--- src/inc/tcq_pkg.sv ---
// constants, types and helpers for the transfer crossbar
// assumes elements are 32-bit words and ports are picked by address bits
package tcq_pkg;
  // ==========================================================
  // sizes
  localparam int NQ = 3;
  localparam int NP = 4;
  localparam int ENT_W = 84;
  // queue indices, lower index has higher priority
  localparam logic [1:0] Q_URGENT = 2'h0;
  localparam logic [1:0] Q_HIGH = 2'h1;
  localparam logic [1:0] Q_LOW = 2'h2;
  // ports decoded from address bits 31:30
  localparam logic [1:0] P_L2 = 2'h0;
  localparam logic [1:0] P_SERIAL = 2'h1;
  localparam logic [1:0] P_HOST = 2'h2;
  localparam logic [1:0] P_EXTMEM = 2'h3;
  // ==========================================================
  // burst lengths in elements; second-level memory has no limit
  localparam logic [15:0] BURST_EXTMEM = 16'h0004;
  localparam logic [15:0] BURST_SERIAL = 16'h0001;
  localparam logic [15:0] BURST_HOST = 16'h0004;
  localparam logic [15:0] BURST_L2 = 16'hFFFF;
  localparam logic [31:0] ELEM_BYTES = 32'h0000_0004;
  // line sizes in bytes
  localparam logic [15:0] L2_LINE = 16'h0080;
  localparam logic [15:0] L1P_LINE = 16'h0100;
  localparam logic [15:0] L1D_LINE = 16'h0080;
  localparam logic [15:0] HALF_LINE = 16'h0040;
  // request tags carried with a first miss fetch
  localparam logic [1:0] TAG_NONE = 2'h0;
  localparam logic [1:0] TAG_RD_MISS = 2'h1;
  localparam logic [1:0] TAG_WR_MISS = 2'h2;
  // ==========================================================
  // types
  typedef enum {W_IDLE, W_PREWR, W_ACK, W_READ, W_XFER} tcq_ws_type;
  typedef enum {M_IDLE, M_EVICT, M_FIRST, M_SECOND} tcq_miss_type;
  function automatic logic [15:0] tcq_burst_of(input logic [1:0] p);
    unique case (p)
      P_L2: tcq_burst_of = BURST_L2;
      P_SERIAL: tcq_burst_of = BURST_SERIAL;
      P_HOST: tcq_burst_of = BURST_HOST;
      P_EXTMEM: tcq_burst_of = BURST_EXTMEM;
    endcase
  endfunction
  function automatic logic [1:0] tcq_first(input logic [NQ-1:0] v);
    tcq_first = v[0] ? Q_URGENT : (v[1] ? Q_HIGH : Q_LOW);
  endfunction
endpackage

--- src/design/tcq_crossbar.sv ---
// transfer crossbar: chain node, miss requester, queues, working sets
// assumes ports, requestors and chain all run on sys_clk
`timescale 1ns/1ps
`default_nettype none
module tcq_crossbar
  import tcq_pkg::*;
#(
  parameter int DEPTH = 4
) (
  input wire logic sys_clk,
  input wire logic resetn,
  input wire logic chain_valid,
  output logic chain_ready,
  input wire logic token_held,
  input wire logic [1:0] chain_prio,
  input wire logic [31:0] chain_src,
  input wire logic [31:0] chain_dst,
  input wire logic [15:0] chain_count,
  input wire logic chain_src_incr,
  input wire logic chain_dst_incr,
  input wire logic miss_valid,
  output logic miss_ready,
  input wire logic miss_write,
  input wire logic miss_dirty,
  input wire logic miss_sram,
  input wire logic miss_program,
  input wire logic [31:0] miss_addr,
  input wire logic [31:0] miss_l2_addr,
  input wire logic [31:0] miss_evict_addr,
  output logic cpu_release,
  output logic write_merge,
  output logic pw_valid,
  output logic [1:0] pw_port,
  output logic [31:0] pw_addr,
  output logic [15:0] pw_len,
  output logic [1:0] pw_queue,
  input wire logic ack_valid,
  input wire logic [1:0] ack_queue,
  output logic rc_valid,
  output logic [1:0] rc_port,
  output logic [31:0] rc_addr,
  output logic [15:0] rc_len,
  output logic [1:0] rc_queue,
  input wire logic [NP-1:0] rd_valid,
  output logic [NP-1:0] rd_ready,
  input wire logic [NP-1:0][31:0] rd_data,
  input wire logic [NP-1:0][1:0] rd_queue,
  output logic wr_valid,
  output logic [1:0] wr_port,
  output logic [31:0] wr_addr,
  output logic [31:0] wr_data,
  output logic [1:0] wr_queue,
  output logic wr_last,
  output logic xfer_done,
  output logic [1:0] xfer_done_queue
);
  localparam int PW = $clog2(DEPTH);
  // ==========================================================
  // miss requester
  tcq_miss_type mst_q;
  logic [31:0] m_addr_q, m_l2_q, m_ev_q;
  logic m_wr_q, m_sram_q, m_prog_q;
  logic loc_valid, loc_take, sel_local;
  logic [31:0] loc_src, loc_dst, mask, ext_base, l2_base;
  logic [15:0] loc_count, line_b, fo, fl, so;
  logic [1:0] loc_tag, qtr;

  assign miss_ready = (mst_q == M_IDLE);
  assign loc_valid = (mst_q != M_IDLE);
  assign qtr = m_addr_q[6:5];
  assign line_b = m_sram_q ? (m_prog_q ? L1P_LINE : L1D_LINE) : L2_LINE;
  assign mask = ~({16'h0, line_b} - 32'h1);
  assign ext_base = m_addr_q & mask;
  assign l2_base = m_l2_q & mask;
  // first piece starts at the missed quarter, quarter one takes a half
  // a first-level line in all-SRAM mode always starts at its base
  assign fo = m_sram_q ? 16'h0 : {9'h0, qtr, 5'h0};
  assign fl = (qtr == 2'h0) ? HALF_LINE : L2_LINE - fo;
  assign so = (qtr == 2'h0) ? HALF_LINE : 16'h0;

  // request built from the sequencer state
  always_comb begin
    loc_src = '0;
    loc_dst = '0;
    loc_count = '0;
    loc_tag = TAG_NONE;
    unique case (mst_q)
      M_IDLE: begin
      end
      M_EVICT: begin
        loc_src = l2_base;
        loc_dst = m_ev_q & mask;
        loc_count = {2'h0, line_b[15:2]};
      end
      M_FIRST: begin
        loc_src = ext_base + {16'h0, fo};
        loc_dst = l2_base + {16'h0, fo};
        loc_count = m_sram_q ? {2'h0, line_b[15:2]} : {2'h0, fl[15:2]};
        loc_tag = m_wr_q ? TAG_WR_MISS : TAG_RD_MISS;
      end
      M_SECOND: begin
        loc_src = ext_base + {16'h0, so};
        loc_dst = l2_base + {16'h0, so};
        loc_count = (L2_LINE - fl) >> 2;
      end
    endcase
  end

  // eviction goes first so the victim leaves before the fill lands
  always_ff @(posedge sys_clk) begin
    if (!resetn) begin
      mst_q <= M_IDLE;
      m_addr_q <= '0;
      m_l2_q <= '0;
      m_ev_q <= '0;
      m_wr_q <= 1'b0;
      m_sram_q <= 1'b0;
      m_prog_q <= 1'b0;
    end else begin
      unique case (mst_q)
        M_IDLE: if (miss_valid) begin
          m_addr_q <= miss_addr;
          m_l2_q <= miss_l2_addr;
          m_ev_q <= miss_evict_addr;
          m_wr_q <= miss_write;
          m_sram_q <= miss_sram;
          m_prog_q <= miss_program;
          mst_q <= miss_dirty ? M_EVICT : M_FIRST;
        end
        M_EVICT: if (loc_take) mst_q <= M_FIRST;
        M_FIRST: if (loc_take) mst_q <= m_sram_q ? M_IDLE : M_SECOND;
        M_SECOND: if (loc_take) mst_q <= M_IDLE;
      endcase
    end
  end

  // ==========================================================
  // last chain node and queue entry
  logic [1:0] in_q;
  logic [ENT_W-1:0] in_ent;
  logic [NQ-1:0] full;
  logic in_ok;
  // local cache requests wait behind the chain unless token is here
  assign sel_local = loc_valid && (!chain_valid || token_held);
  assign in_q = sel_local ? Q_URGENT :
    ((chain_prio == 2'h3) ? Q_LOW : chain_prio);
  assign in_ent = sel_local ?
    {loc_tag, 1'b1, 1'b1, loc_count, loc_dst, loc_src} :
    {TAG_NONE, chain_src_incr, chain_dst_incr, chain_count, chain_dst,
     chain_src};
  assign in_ok = (sel_local || chain_valid) && !full[in_q];
  assign loc_take = sel_local && in_ok;
  assign chain_ready = !sel_local && !full[in_q];

  // ==========================================================
  // queues and working register sets, one per priority
  logic [NQ-1:0] want_pw, want_rc, want_wr, done_v;
  logic [31:0] src_a [NQ];
  logic [31:0] dst_a [NQ];
  logic [15:0] blen_a [NQ];
  logic [15:0] bl_a [NQ];
  logic [1:0] tag_a [NQ];
  logic [15:0] beat_a [NQ];
  logic [1:0] pw_gnt, rc_gnt, wr_sel;
  logic pw_valid_d, rc_valid_d, wr_any;
  logic last_beat;

  for (genvar q = 0; q < NQ; q++) begin : g_q
    logic [ENT_W-1:0] mem [DEPTH];
    logic [ENT_W-1:0] head;
    logic [PW-1:0] wp_q, rp_q;
    logic [PW:0] n_q;
    logic push, pop, hit;
    tcq_ws_type st_q;
    logic [31:0] src_q, dst_q;
    logic [15:0] rem_q, beat_q, blen_q, lim, blen;
    logic sinc_q, dinc_q;
    logic [1:0] tag_q, sp, dp;

    assign push = in_ok && (in_q == q[1:0]);
    assign pop = (st_q == W_IDLE) && (n_q != '0);
    assign full[q] = (n_q == (PW+1)'(DEPTH));
    assign head = mem[rp_q];
    assign sp = src_q[31:30];
    assign dp = dst_q[31:30];
    // second-level memory returns all ones, so the other side rules
    assign lim = (tcq_burst_of(sp) < tcq_burst_of(dp)) ?
      tcq_burst_of(sp) : tcq_burst_of(dp);
    assign blen = (rem_q < lim) ? rem_q : lim;
    assign want_pw[q] = (st_q == W_PREWR);
    assign want_rc[q] = (st_q == W_READ);
    assign want_wr[q] = (st_q == W_XFER) && rd_valid[sp] &&
      (rd_queue[sp] == q[1:0]);
    assign hit = want_wr[q] && (wr_sel == q[1:0]);
    assign done_v[q] = hit && last_beat && (rem_q == blen_q);
    assign src_a[q] = src_q;
    assign dst_a[q] = dst_q;
    assign blen_a[q] = blen;
    assign bl_a[q] = blen_q;
    assign tag_a[q] = tag_q;
    assign beat_a[q] = beat_q;

    // fifo storage; depth must be a power of two for pointer wrap
    always_ff @(posedge sys_clk) begin
      if (push) mem[wp_q] <= in_ent;
    end

    always_ff @(posedge sys_clk) begin
      if (!resetn) begin
        wp_q <= '0;
        rp_q <= '0;
        n_q <= '0;
      end else begin
        if (push) wp_q <= wp_q + 1'b1;
        if (pop) rp_q <= rp_q + 1'b1;
        n_q <= n_q + (PW+1)'(push) - (PW+1)'(pop);
      end
    end

    // write-driven sequence: pre-write, acknowledge, read, write beats
    always_ff @(posedge sys_clk) begin
      if (!resetn) begin
        st_q <= W_IDLE;
        src_q <= '0;
        dst_q <= '0;
        rem_q <= '0;
        beat_q <= '0;
        blen_q <= '0;
        sinc_q <= 1'b0;
        dinc_q <= 1'b0;
        tag_q <= TAG_NONE;
      end else begin
        unique case (st_q)
          W_IDLE: if (pop) begin
            {tag_q, sinc_q, dinc_q, rem_q, dst_q, src_q} <= head;
            st_q <= (head[79:64] == 16'h0) ? W_IDLE : W_PREWR;
          end
          W_PREWR: if (pw_valid_d && pw_gnt == q[1:0]) begin
            beat_q <= blen;
            blen_q <= blen;
            st_q <= W_ACK;
          end
          W_ACK: if (ack_valid && ack_queue == q[1:0]) st_q <= W_READ;
          W_READ: if (rc_valid_d && rc_gnt == q[1:0]) begin
            if (sinc_q) src_q <= src_q + {14'h0, blen_q, 2'h0};
            st_q <= W_XFER;
          end
          W_XFER: if (hit) begin
            beat_q <= beat_q - 16'h1;
            if (dinc_q) dst_q <= dst_q + ELEM_BYTES;
            if (last_beat) begin
              rem_q <= rem_q - blen_q;
              st_q <= (rem_q == blen_q) ? W_IDLE : W_PREWR;
            end
          end
        endcase
      end
    end

    a_read_after_ack: assert property (@(posedge sys_clk) disable iff (!resetn)
      (st_q == W_READ && $past(st_q) == W_ACK) |->
        $past(ack_valid && ack_queue == q[1:0]))
      else $error("read raised without acknowledge");
    a_burst_in_rem: assert property (@(posedge sys_clk) disable iff (!resetn)
      (st_q == W_PREWR) |-> (blen <= rem_q && blen != 16'h0))
      else $error("burst longer than remaining count");
  end

  // ==========================================================
  // command pipelines, fixed priority every cycle
  assign pw_valid_d = |want_pw;
  assign rc_valid_d = |want_rc;
  assign wr_any = |want_wr;
  assign pw_gnt = tcq_first(want_pw);
  assign rc_gnt = tcq_first(want_rc);
  assign wr_sel = tcq_first(want_wr);
  assign last_beat = (bl_a[wr_sel] == 16'h0) ? 1'b0 :
    (beat_a[wr_sel] == 16'h1);

  always_ff @(posedge sys_clk) begin
    if (!resetn) begin
      pw_valid <= 1'b0;
      pw_port <= '0;
      pw_addr <= '0;
      pw_len <= '0;
      pw_queue <= '0;
      rc_valid <= 1'b0;
      rc_port <= '0;
      rc_addr <= '0;
      rc_len <= '0;
      rc_queue <= '0;
    end else begin
      pw_valid <= pw_valid_d;
      pw_queue <= pw_gnt;
      pw_addr <= dst_a[pw_gnt];
      pw_port <= dst_a[pw_gnt][31:30];
      pw_len <= blen_a[pw_gnt];
      rc_valid <= rc_valid_d;
      rc_queue <= rc_gnt;
      rc_addr <= src_a[rc_gnt];
      rc_port <= src_a[rc_gnt][31:30];
      rc_len <= bl_a[rc_gnt];
    end
  end

  // ==========================================================
  // routing unit onto the shared write bus
  always_comb begin
    for (int p = 0; p < NP; p++) begin
      rd_ready[p] = wr_any && (src_a[wr_sel][31:30] == p[1:0]);
    end
  end

  // one beat per cycle; queues interleave beat by beat
  always_ff @(posedge sys_clk) begin
    if (!resetn) begin
      wr_valid <= 1'b0;
      wr_port <= '0;
      wr_addr <= '0;
      wr_data <= '0;
      wr_queue <= '0;
      wr_last <= 1'b0;
    end else begin
      wr_valid <= wr_any;
      wr_queue <= wr_sel;
      wr_addr <= dst_a[wr_sel];
      wr_port <= dst_a[wr_sel][31:30];
      wr_data <= rd_data[src_a[wr_sel][31:30]];
      wr_last <= wr_any && last_beat;
    end
  end

  // completion pulses; only the first miss fetch carries a tag
  always_ff @(posedge sys_clk) begin
    if (!resetn) begin
      xfer_done <= 1'b0;
      xfer_done_queue <= '0;
      cpu_release <= 1'b0;
      write_merge <= 1'b0;
    end else begin
      xfer_done <= |done_v;
      xfer_done_queue <= wr_sel;
      cpu_release <= (|done_v) && tag_a[wr_sel] == TAG_RD_MISS;
      write_merge <= (|done_v) && tag_a[wr_sel] == TAG_WR_MISS;
    end
  end

  // ==========================================================
  // checks
  a_serial_burst: assert property (@(posedge sys_clk) disable iff (!resetn)
    (pw_valid && pw_port == P_SERIAL) |-> pw_len == 16'h1)
    else $error("serial port burst not one");
  a_pw_urgent: assert property (@(posedge sys_clk) disable iff (!resetn)
    want_pw[0] |=> (pw_valid && pw_queue == Q_URGENT))
    else $error("urgent pre-write not granted first");
  a_write_from_read: assert property (@(posedge sys_clk) disable iff (!resetn)
    wr_valid |-> $past(|(rd_valid & rd_ready)))
    else $error("write without read data");
  a_chain_first: assert property (@(posedge sys_clk) disable iff (!resetn)
    (chain_valid && loc_valid && !token_held) |-> !loc_take)
    else $error("local request beat chain request");
  a_cache_urgent: assert property (@(posedge sys_clk) disable iff (!resetn)
    loc_take |-> in_q == Q_URGENT)
    else $error("cache request outside urgent queue");
  a_quarter_two: assert property (@(posedge sys_clk) disable iff (!resetn)
    (miss_valid && miss_ready && !miss_sram && !miss_dirty &&
     miss_addr[6:5] == 2'h1) |=> (loc_count == 16'h0018 && loc_tag != 2'h0))
    else $error("second quarter first piece not 96 bytes");
endmodule
`default_nettype wire

--- config.mk ---
export PLATFORM = sky130hd
export DESIGN_NAME = tcq_crossbar
export DESIGN_NICKNAME = d
export VERILOG_FILES = /design/src/inc/tcq_pkg.sv /design/src/design/tcq_crossbar.sv
export SDC_FILE = /design/constraint.sdc
export NUM_CORES = 2
export LEC_CHECK = 0
export ABC_AREA = 1
export BUFFER_PORTS_ARGS = -buffer_cell sky130_fd_sc_hd__buf_2
export CAP_MARGIN = 40
export CORE_MARGIN = 4
export CORE_UTILIZATION = 59
export CTS_CLUSTER_DIAMETER = 50
export CTS_CLUSTER_SIZE = 24
export DETAILED_ROUTE_END_ITERATION = 10
export MAX_ROUTING_LAYER = met4
export PLACE_DENSITY = 0.77
export RECOVER_POWER = 100
export SLEW_MARGIN = 20
export SYNTH_ARGS = -nofsm -noshare
export SYNTH_HDL_FRONTEND = slang
export SYNTH_SLANG_ARGS = --single-unit
--- constraint.sdc ---
create_clock -name sys_clk -period 6.2 [get_ports sys_clk]
set_input_delay 0.31 -clock sys_clk [delete_from_list [all_inputs] [get_ports sys_clk]]
set_output_delay 0.31 -clock sys_clk [all_outputs]
set_load 0.03 [all_outputs]
# ---- Word-level counts from Yosys, hierarchy flattened
# Memory sizes are Yosys's and may differ from the RTL's. A register that Yosys moved wholly into a read port is not among the register bits.
# Cells that the tools add are included.
# W data, S select, Z words.
dict set report classes {
  muxes 167
  n_bitwise 7
  addsub 31
  n_lt_le_gt_ge 14
  eq_ne 95
  n_reduce_logical 118
}
# op count
set ops {}
lappend ops {{$mux W32} 49}
lappend ops {{$mux W16} 30}
lappend ops {{$pmux W32 S5} 3}
lappend ops {{$pmux W32 S2} 6}
lappend ops {{$eq A32 B2 Y1 const B} 11}
lappend ops {{$bmux W32 S2} 5}
lappend ops {{$pmux W16 S3} 6}
lappend ops {{$logic_not A32 Y1} 8}
lappend ops {{$eq A32 B3 Y1 const B} 6}
lappend ops {{$pmux W16 S2} 6}
lappend ops {{$pmux W32 S3} 2}
lappend ops {{$add A32 B7 Y32} 4}
lappend ops {{$bmux W16 S2} 4}
lappend ops {{$eq A32 B1 Y1 const B} 4}
lappend ops {{$pmux W32 S4} 1}
lappend ops {{$add A32 B18 Y32} 3}
lappend ops {{$add A32 B3 Y32 const B} 3}
lappend ops {{$and A32 B32 Y32} 3}
lappend ops {{$eq A32 B4 Y1 const B} 3}
lappend ops {{$lt A16 B16 Y1} 6}
lappend ops {{$mux W84} 1}
lappend ops {{$logic_not A16 Y1} 4}
lappend ops {{$ne A2 B2 Y1 const B} 28}
lappend ops {{$eq A16 B16 Y1} 3}
lappend ops {{other kinds (37)} 233}
dict set report word_totals {
  ram_bits 1008
  regBits 775
  memories 3
}
# name depth width rd rd_clocked_by_memory_dff write_ports line
set mem_list {}
lappend mem_list {{g_q[0].mem} 4 84 1 1 1 tcq_crossbar.sv:169} ;# logic [ENT_W-1:0] mem [DEPTH];
lappend mem_list {{g_q[1].mem} 4 84 1 1 1 tcq_crossbar.sv:169}
lappend mem_list {{g_q[2].mem} 4 84 1 1 1 tcq_crossbar.sv:169}

# ---- Longest topological paths before layout
dict set report logic_depth {
  depth_word 16
  mapped_depth 28
}

# ---- Least setup slack after synthesis
# OpenSTA, ideal clock, no wires.
dict set report synth_timing {
  path_type {register to register}
  startpoint {reg mst_q[1]}
  endpoint {mem g_q[0].mem[0][0], enable pin}
  setup_time_ns 0.527
  t_arrival_ns 5.588
  path_buffers 1
  path_stages_with_launch 11
  period_less_slack_ns 6.115
  setup_slack_ns 0.085
  path_cell_list {dfxtp_1 buf_2 nor2_1 nor2_1 nor2_1 nor2_1 nand3_1 nand3_1 a21oi_1 nand2_2 nor2_1}
}
dict set report synth_between {
  elab_chain_cells 10
}
# element line
set synth_rtl {}
lappend synth_rtl {{from (decl)} tcq_crossbar.sv:60} ;# tcq_miss_type mst_q;
lappend synth_rtl {{from (signal assigned)} tcq_crossbar.sv:128} ;# mst_q <= miss_dirty ? M_EVICT : M_FIRST;
lappend synth_rtl {{from (signal assigned)} tcq_crossbar.sv:131} ;# M_FIRST: if (loc_take) mst_q <= m_sram_q ? M_IDLE : M_SECOND;
lappend synth_rtl {{$reduce_bool A32 Y1 (*)} tcq_crossbar.sv:69} ;# assign loc_valid = (mst_q != M_IDLE);
lappend synth_rtl {{$logic_and A1 B1 Y1 (*)} tcq_crossbar.sv:144} ;# assign sel_local = loc_valid && (!chain_valid || token_held);
lappend synth_rtl {{$mux W2} tcq_crossbar.sv:145} ;# assign in_q = sel_local ? Q_URGENT :
lappend synth_rtl {{$bmux W1 S2} tcq_crossbar.sv:151} ;# assign in_ok = (sel_local || chain_valid) && !full[in_q];
lappend synth_rtl {{$mux W1 (not written as such)} tcq_crossbar.sv:151}
lappend synth_rtl {{$logic_not A1 Y1} tcq_crossbar.sv:151}
lappend synth_rtl {{$logic_and A1 B1 Y1} tcq_crossbar.sv:151}
lappend synth_rtl {{$logic_and A1 B1 Y1 (*)} tcq_crossbar.sv:180} ;# assign push = in_ok && (in_q == q[1:0]);
lappend synth_rtl {{$mux W1 (*)} tcq_crossbar.sv:205} ;# if (push) mem[wp_q] <= in_ent;
lappend synth_rtl {{$mux W1 (not written as such) (*)} tcq_crossbar.sv:205}
lappend synth_rtl {{to (decl)} tcq_crossbar.sv:169}
# Every way passes the cells marked *; elsewhere a longest branch is shown, timed or not. The select of a mux whose other input is x is not followed.

# ---- Final worst setup path
dict set report layout_timing {
  startpoint {reg g_q[0].src_q[30]}
  endpoint {reg wr_data[10]}
}
dict set report layout_between {
  elab_chain_cells 11
}
# element line
set layout_rtl {}
lappend layout_rtl {{from (decl)} tcq_crossbar.sv:175} ;# logic [31:0] src_q, dst_q;
lappend layout_rtl {{from (signal assigned)} tcq_crossbar.sv:245} ;# if (sinc_q) src_q <= src_q + {14'h0, blen_q, 2'h0};
lappend layout_rtl {{$bmux W2 S2 / $bmux W1 S2 (equally long branches)} {tcq_crossbar.sv:193, tcq_crossbar.sv:192}}
lappend layout_rtl {{$mux W2 (not written as such) / $mux W1 (equally long branches)} {tcq_crossbar.sv:193, tcq_crossbar.sv:192}}
lappend layout_rtl {{$logic_not A2 Y1 / $logic_and A1 B1 Y1 (equally long branches)} {tcq_crossbar.sv:193, tcq_crossbar.sv:192}}
lappend layout_rtl {{$logic_and A1 B1 Y1} tcq_crossbar.sv:192} ;# assign want_wr[q] = (st_q == W_XFER) && rd_valid[sp] &&
lappend layout_rtl {{$mux W2} tcq_pkg.sv:47} ;# tcq_first = v[0] ? Q_URGENT : (v[1] ? Q_HIGH : Q_LOW);
lappend layout_rtl {{$not A2 Y3 (not written as such)} tcq_crossbar.sv:328} ;# wr_data <= rd_data[src_a[wr_sel][31:30]];
lappend layout_rtl {{$bmux W32 S2 (*)} tcq_crossbar.sv:328}
lappend layout_rtl {{$mux W32 (not written as such) (*) (2 in a row)} tcq_crossbar.sv:328}
lappend layout_rtl {{$bmux W32 S2 (*)} tcq_crossbar.sv:328}
lappend layout_rtl {{$mux W32 (not written as such) (*)} tcq_crossbar.sv:328}
lappend layout_rtl {{to (signal assigned)} tcq_crossbar.sv:328}
lappend layout_rtl {{to (decl)} tcq_crossbar.sv:51} ;# output logic [31:0] wr_data,
# Marked as above.
# A chain may end at the register's enable or synchronous reset.

==> flow_summary.json <==
{
  "path_max_fanout": 24,
  "final_cells": 10500,
  "cp.required_ns": 6.90,
  "ys.flop_type": "edfxtp_1",
  "clockRootBuffer": "clkbuf_16",
  "hold_violations": 0,
  "dp_slack_ns": 2.049,
  "grt_max_degree": 99,
  "synth_most_common_cell": "nand2_1",
  "clk_pin_slew_ns": 0.09,
  "failed_checks": "capacitance limit, slew limit",
  "dieArea_mm2": 0.1338,
  "h-tree-depth": 4,
  "slew_violations": 1268,
  "rsz0062_at_grt": "no",
  "fmax_mhz": 175.1,
  "routabilityCongestion": 1.014,
  "period_needed_ns": 5.711,
  "grt_use_met2_pct": 58.16,
  "place_inst": 10010,
  "post-synth-top-area-fraction_pct": 40.07,
  "power_density_mw_per_mm2": 567.9,
  "synthCells": 8162,
  "firstDrtPassIters": 6,
  "power_w": 0.04886,
  "crit_path_end_kind": "flip-flop",
  "tritoncts": "built",
  "start_util_pct": 59.31,
  "synth_edf_count": 1008,
  "io_pins": 519,
  "grtUsageMet1_pct": 54.52,
  "grt_pass1_wl_mm": 395.5,
  "finalSetupViolCount": 0,
  "ir_drop_v": 0.0003703,
  "drtAntennaViolNets": 0,
  "hold_path.class": "in -> reg",
  "syn-cell-area_mm2": 0.07554,
  "grt.total_usage_pct": 40.48,
  "cts-resized-gates": 0,
  "synthDistinctLibCells": 69,
  "ys_seq_area_share_pct": 57.01,
  "clk_latency_ns": 0.81,
  "cts_buffer_depth": 3,
  "worst-endpoint-arrival_ns": 6.41,
  "drt_wl_total_mm": 272.5,
  "path_class": "reg -> reg",
  "post-dp-hpwl_mm": 185.5,
  "wl_per_cell_um": 25.95,
  "use_met3_pct": 10.55,
  "finalCritPeriodShare_pct": 92.12,
  "vias_per_cell": 6.344,
  "synth_top_area_cell": "edfxtp_1",
  "start_kind": "flip-flop",
  "power_leakage_nw": 33.81,
  "dieWidth_um": 365.8,
  "synth_seq_cells": 1647,
  "drv_cap": 33,
  "grt_antenna_before_repair": 17,
  "cts_buffers": 146,
  "whs_ns": 0.05209,
  "grt_pass1_vias": 61140,
  "rows": 131,
  "tightest_slew_ns": 3.637,
  "syn_nets": 8676,
  "drt_iter0_drc": 10150,
  "status": "complete, but fails checks",
  "clkSinkCount": 1647,
  "slew_headroom_pct": -142.5,
  "grt-busiest-layer": "met2",
  "drc": 0,
  "numPortBuffers": 499,
  "synth.area.top_cells": "edfxtp_1, dfxtp_1, nand2_1",
  "coreArea_mm2": 0.1274,
  "grt_overflow_total": 0,
  "skew_ns": 0.06179,
  "final_nets": 9220,
  "setup-tns-final_ns": 0,
  "synthArstFlopShare_pct": 0,
  "layout-drive-gt1-share_pct": 8.558,
  "syn_avg_cell_area_um2": 9.255,
  "area_growth_pct": 13.91,
  "synthTopCellsByCount": "nand2_1, edfxtp_1, a21oi_1, nor2_1, o21ai_0",
  "fin_ws_ns": 0.4886,
  "die_y_um": 365.8,
  "vias": 66620,
  "yosysWarnings": 0
}
-- through the flow --
stage	cell area (um2)	utilization, %
finish	86050	67.56
CTS	86790	68.14
global route	86040	67.55
detailed placement	79910	62.74
global placement	79270	62.25
floorplan	75540	-
-- layout by cell type, fill, tap and decap left out, types with 22 or more instances in the layout --
cell type,instances
o211ai_1,29
nor4_1,24
nand2_1,1389
a221o_1,46
clkbuf_1,285
dfxtp_1,632
edfxtp_1,1008
clkbuf_16,151
buf_2,318
o22ai_1,104
a211oi_1,33
xor2_1,101
inv_8,22
a22oi_1,36
inv_1,672
nand3_1,363
a31oi_1,142
o221ai_1,43
nor2_1,824
a21oi_1,859
nor3_1,77
buf_4,60
a32o_1,36
ha_1,173
dlygate4sd3_1,186
nand4_1,51
xnor2_1,23
a221oi_1,75
o21ai_0,747
-- routing by layer --
metal / up-vias / share of wire [%] / routed length, um
met5: - / 0 / 0
met4: 0 / 5.3 / 14310
met3: 753 / 14 / 39440
met2: 4795 / 43 / 117100
met1: 31470 / 37 / 101700
li1: 29600 / - / -
-- cells by family after synthesis --
kind of cell	Yosys count	share of synthesized area [%]
AOI/OAI and AO/OA	2222	16.89
xor gates and xnor gates	124	1.438
adders and majority gates	182	3.104
buffers and inverters	1168	6.024
DFF	1647	57.01
muxes	8	0.1077
and+or+nand+nor	2811	15.43
-- path summary, 6_finish.rpt --
check | from | end | slack (ns) | cells after the start
max | g_q[0].src_q[30] | wr_data[10] | 0.49 | 16
min | chain_src[2] | g_q[1].mem[3][2] | 0.05 | 3
max reg2reg | g_q[0].src_q[30] | wr_data[10] | 0.49 | 16
min reg2reg | g_q[2].rp_q[1] | flip-flop | 0.47 | 2
-- repair_timing --
action                                 CTS  global route
hold buffers                           186             0
endpoints found under the hold margin  193             0
buffers inserted                         0             0
-- power by group --
part | switching, W | internal [W] | total, W
Combinational | 0.0162 | 0.00603 | 0.0222
Clock | 0.00458 | 0.00497 | 0.00954
Sequential | 0.00196 | 0.0152 | 0.0171
Total | 0.0227 | 0.0262 | 0.0489
-- registers in the layout, indices dropped and copies added (netlist names), 6 cells and up, named ones only --
register / cells
pw_len: 16
g_q.dst_q: 96
g_q.beat_q: 48
g_q.n_q: 9
g_q.tag_q: 6
g_q.mem: 1008
rc_len: 16
m_addr_q: 27
g_q.wp_q: 6
g_q.rem_q: 48
pw_addr: 30
rc_addr: 30
g_q.src_q: 96
wr_addr: 30
m_l2_q: 25
g_q.blen_q: 48
m_ev_q: 25
wr_data: 32
g_q.rp_q: 6
g_q.st_q: 9
-- final cells by class --
type | count | area, um2
inverters | 698 | 2633
multi-input cells | 5347 | 27930
fillers | 9873 | 41310
diodes | 17 | 42.54
flip-flops and latches | 1647 | 43080
clock buffers | 162 | 3850
repair buffers | 866 | 5264
well taps | 1662 | 2079
clock inverters | 102 | 1169
-- critical path, stage by stage, from the launching register on --
cell           delay, ns
dfxtp_1             0.61
inv_1               0.42
nor2_1              0.18
nand3_1             0.10
nand3_2             0.09
nand3_1             0.24
buf_4               0.37
inv_2               0.58
nand2_1             0.22
nand3_4             0.19
clkinv_2            0.11
nor2_2              0.59
buf_4               0.38
a22oi_1             0.11
dlygate4sd3_1       0.62
a21oi_1             0.14
dlygate4sd3_1       0.63
No activity file was read; power rests on OpenSTA's default activity.
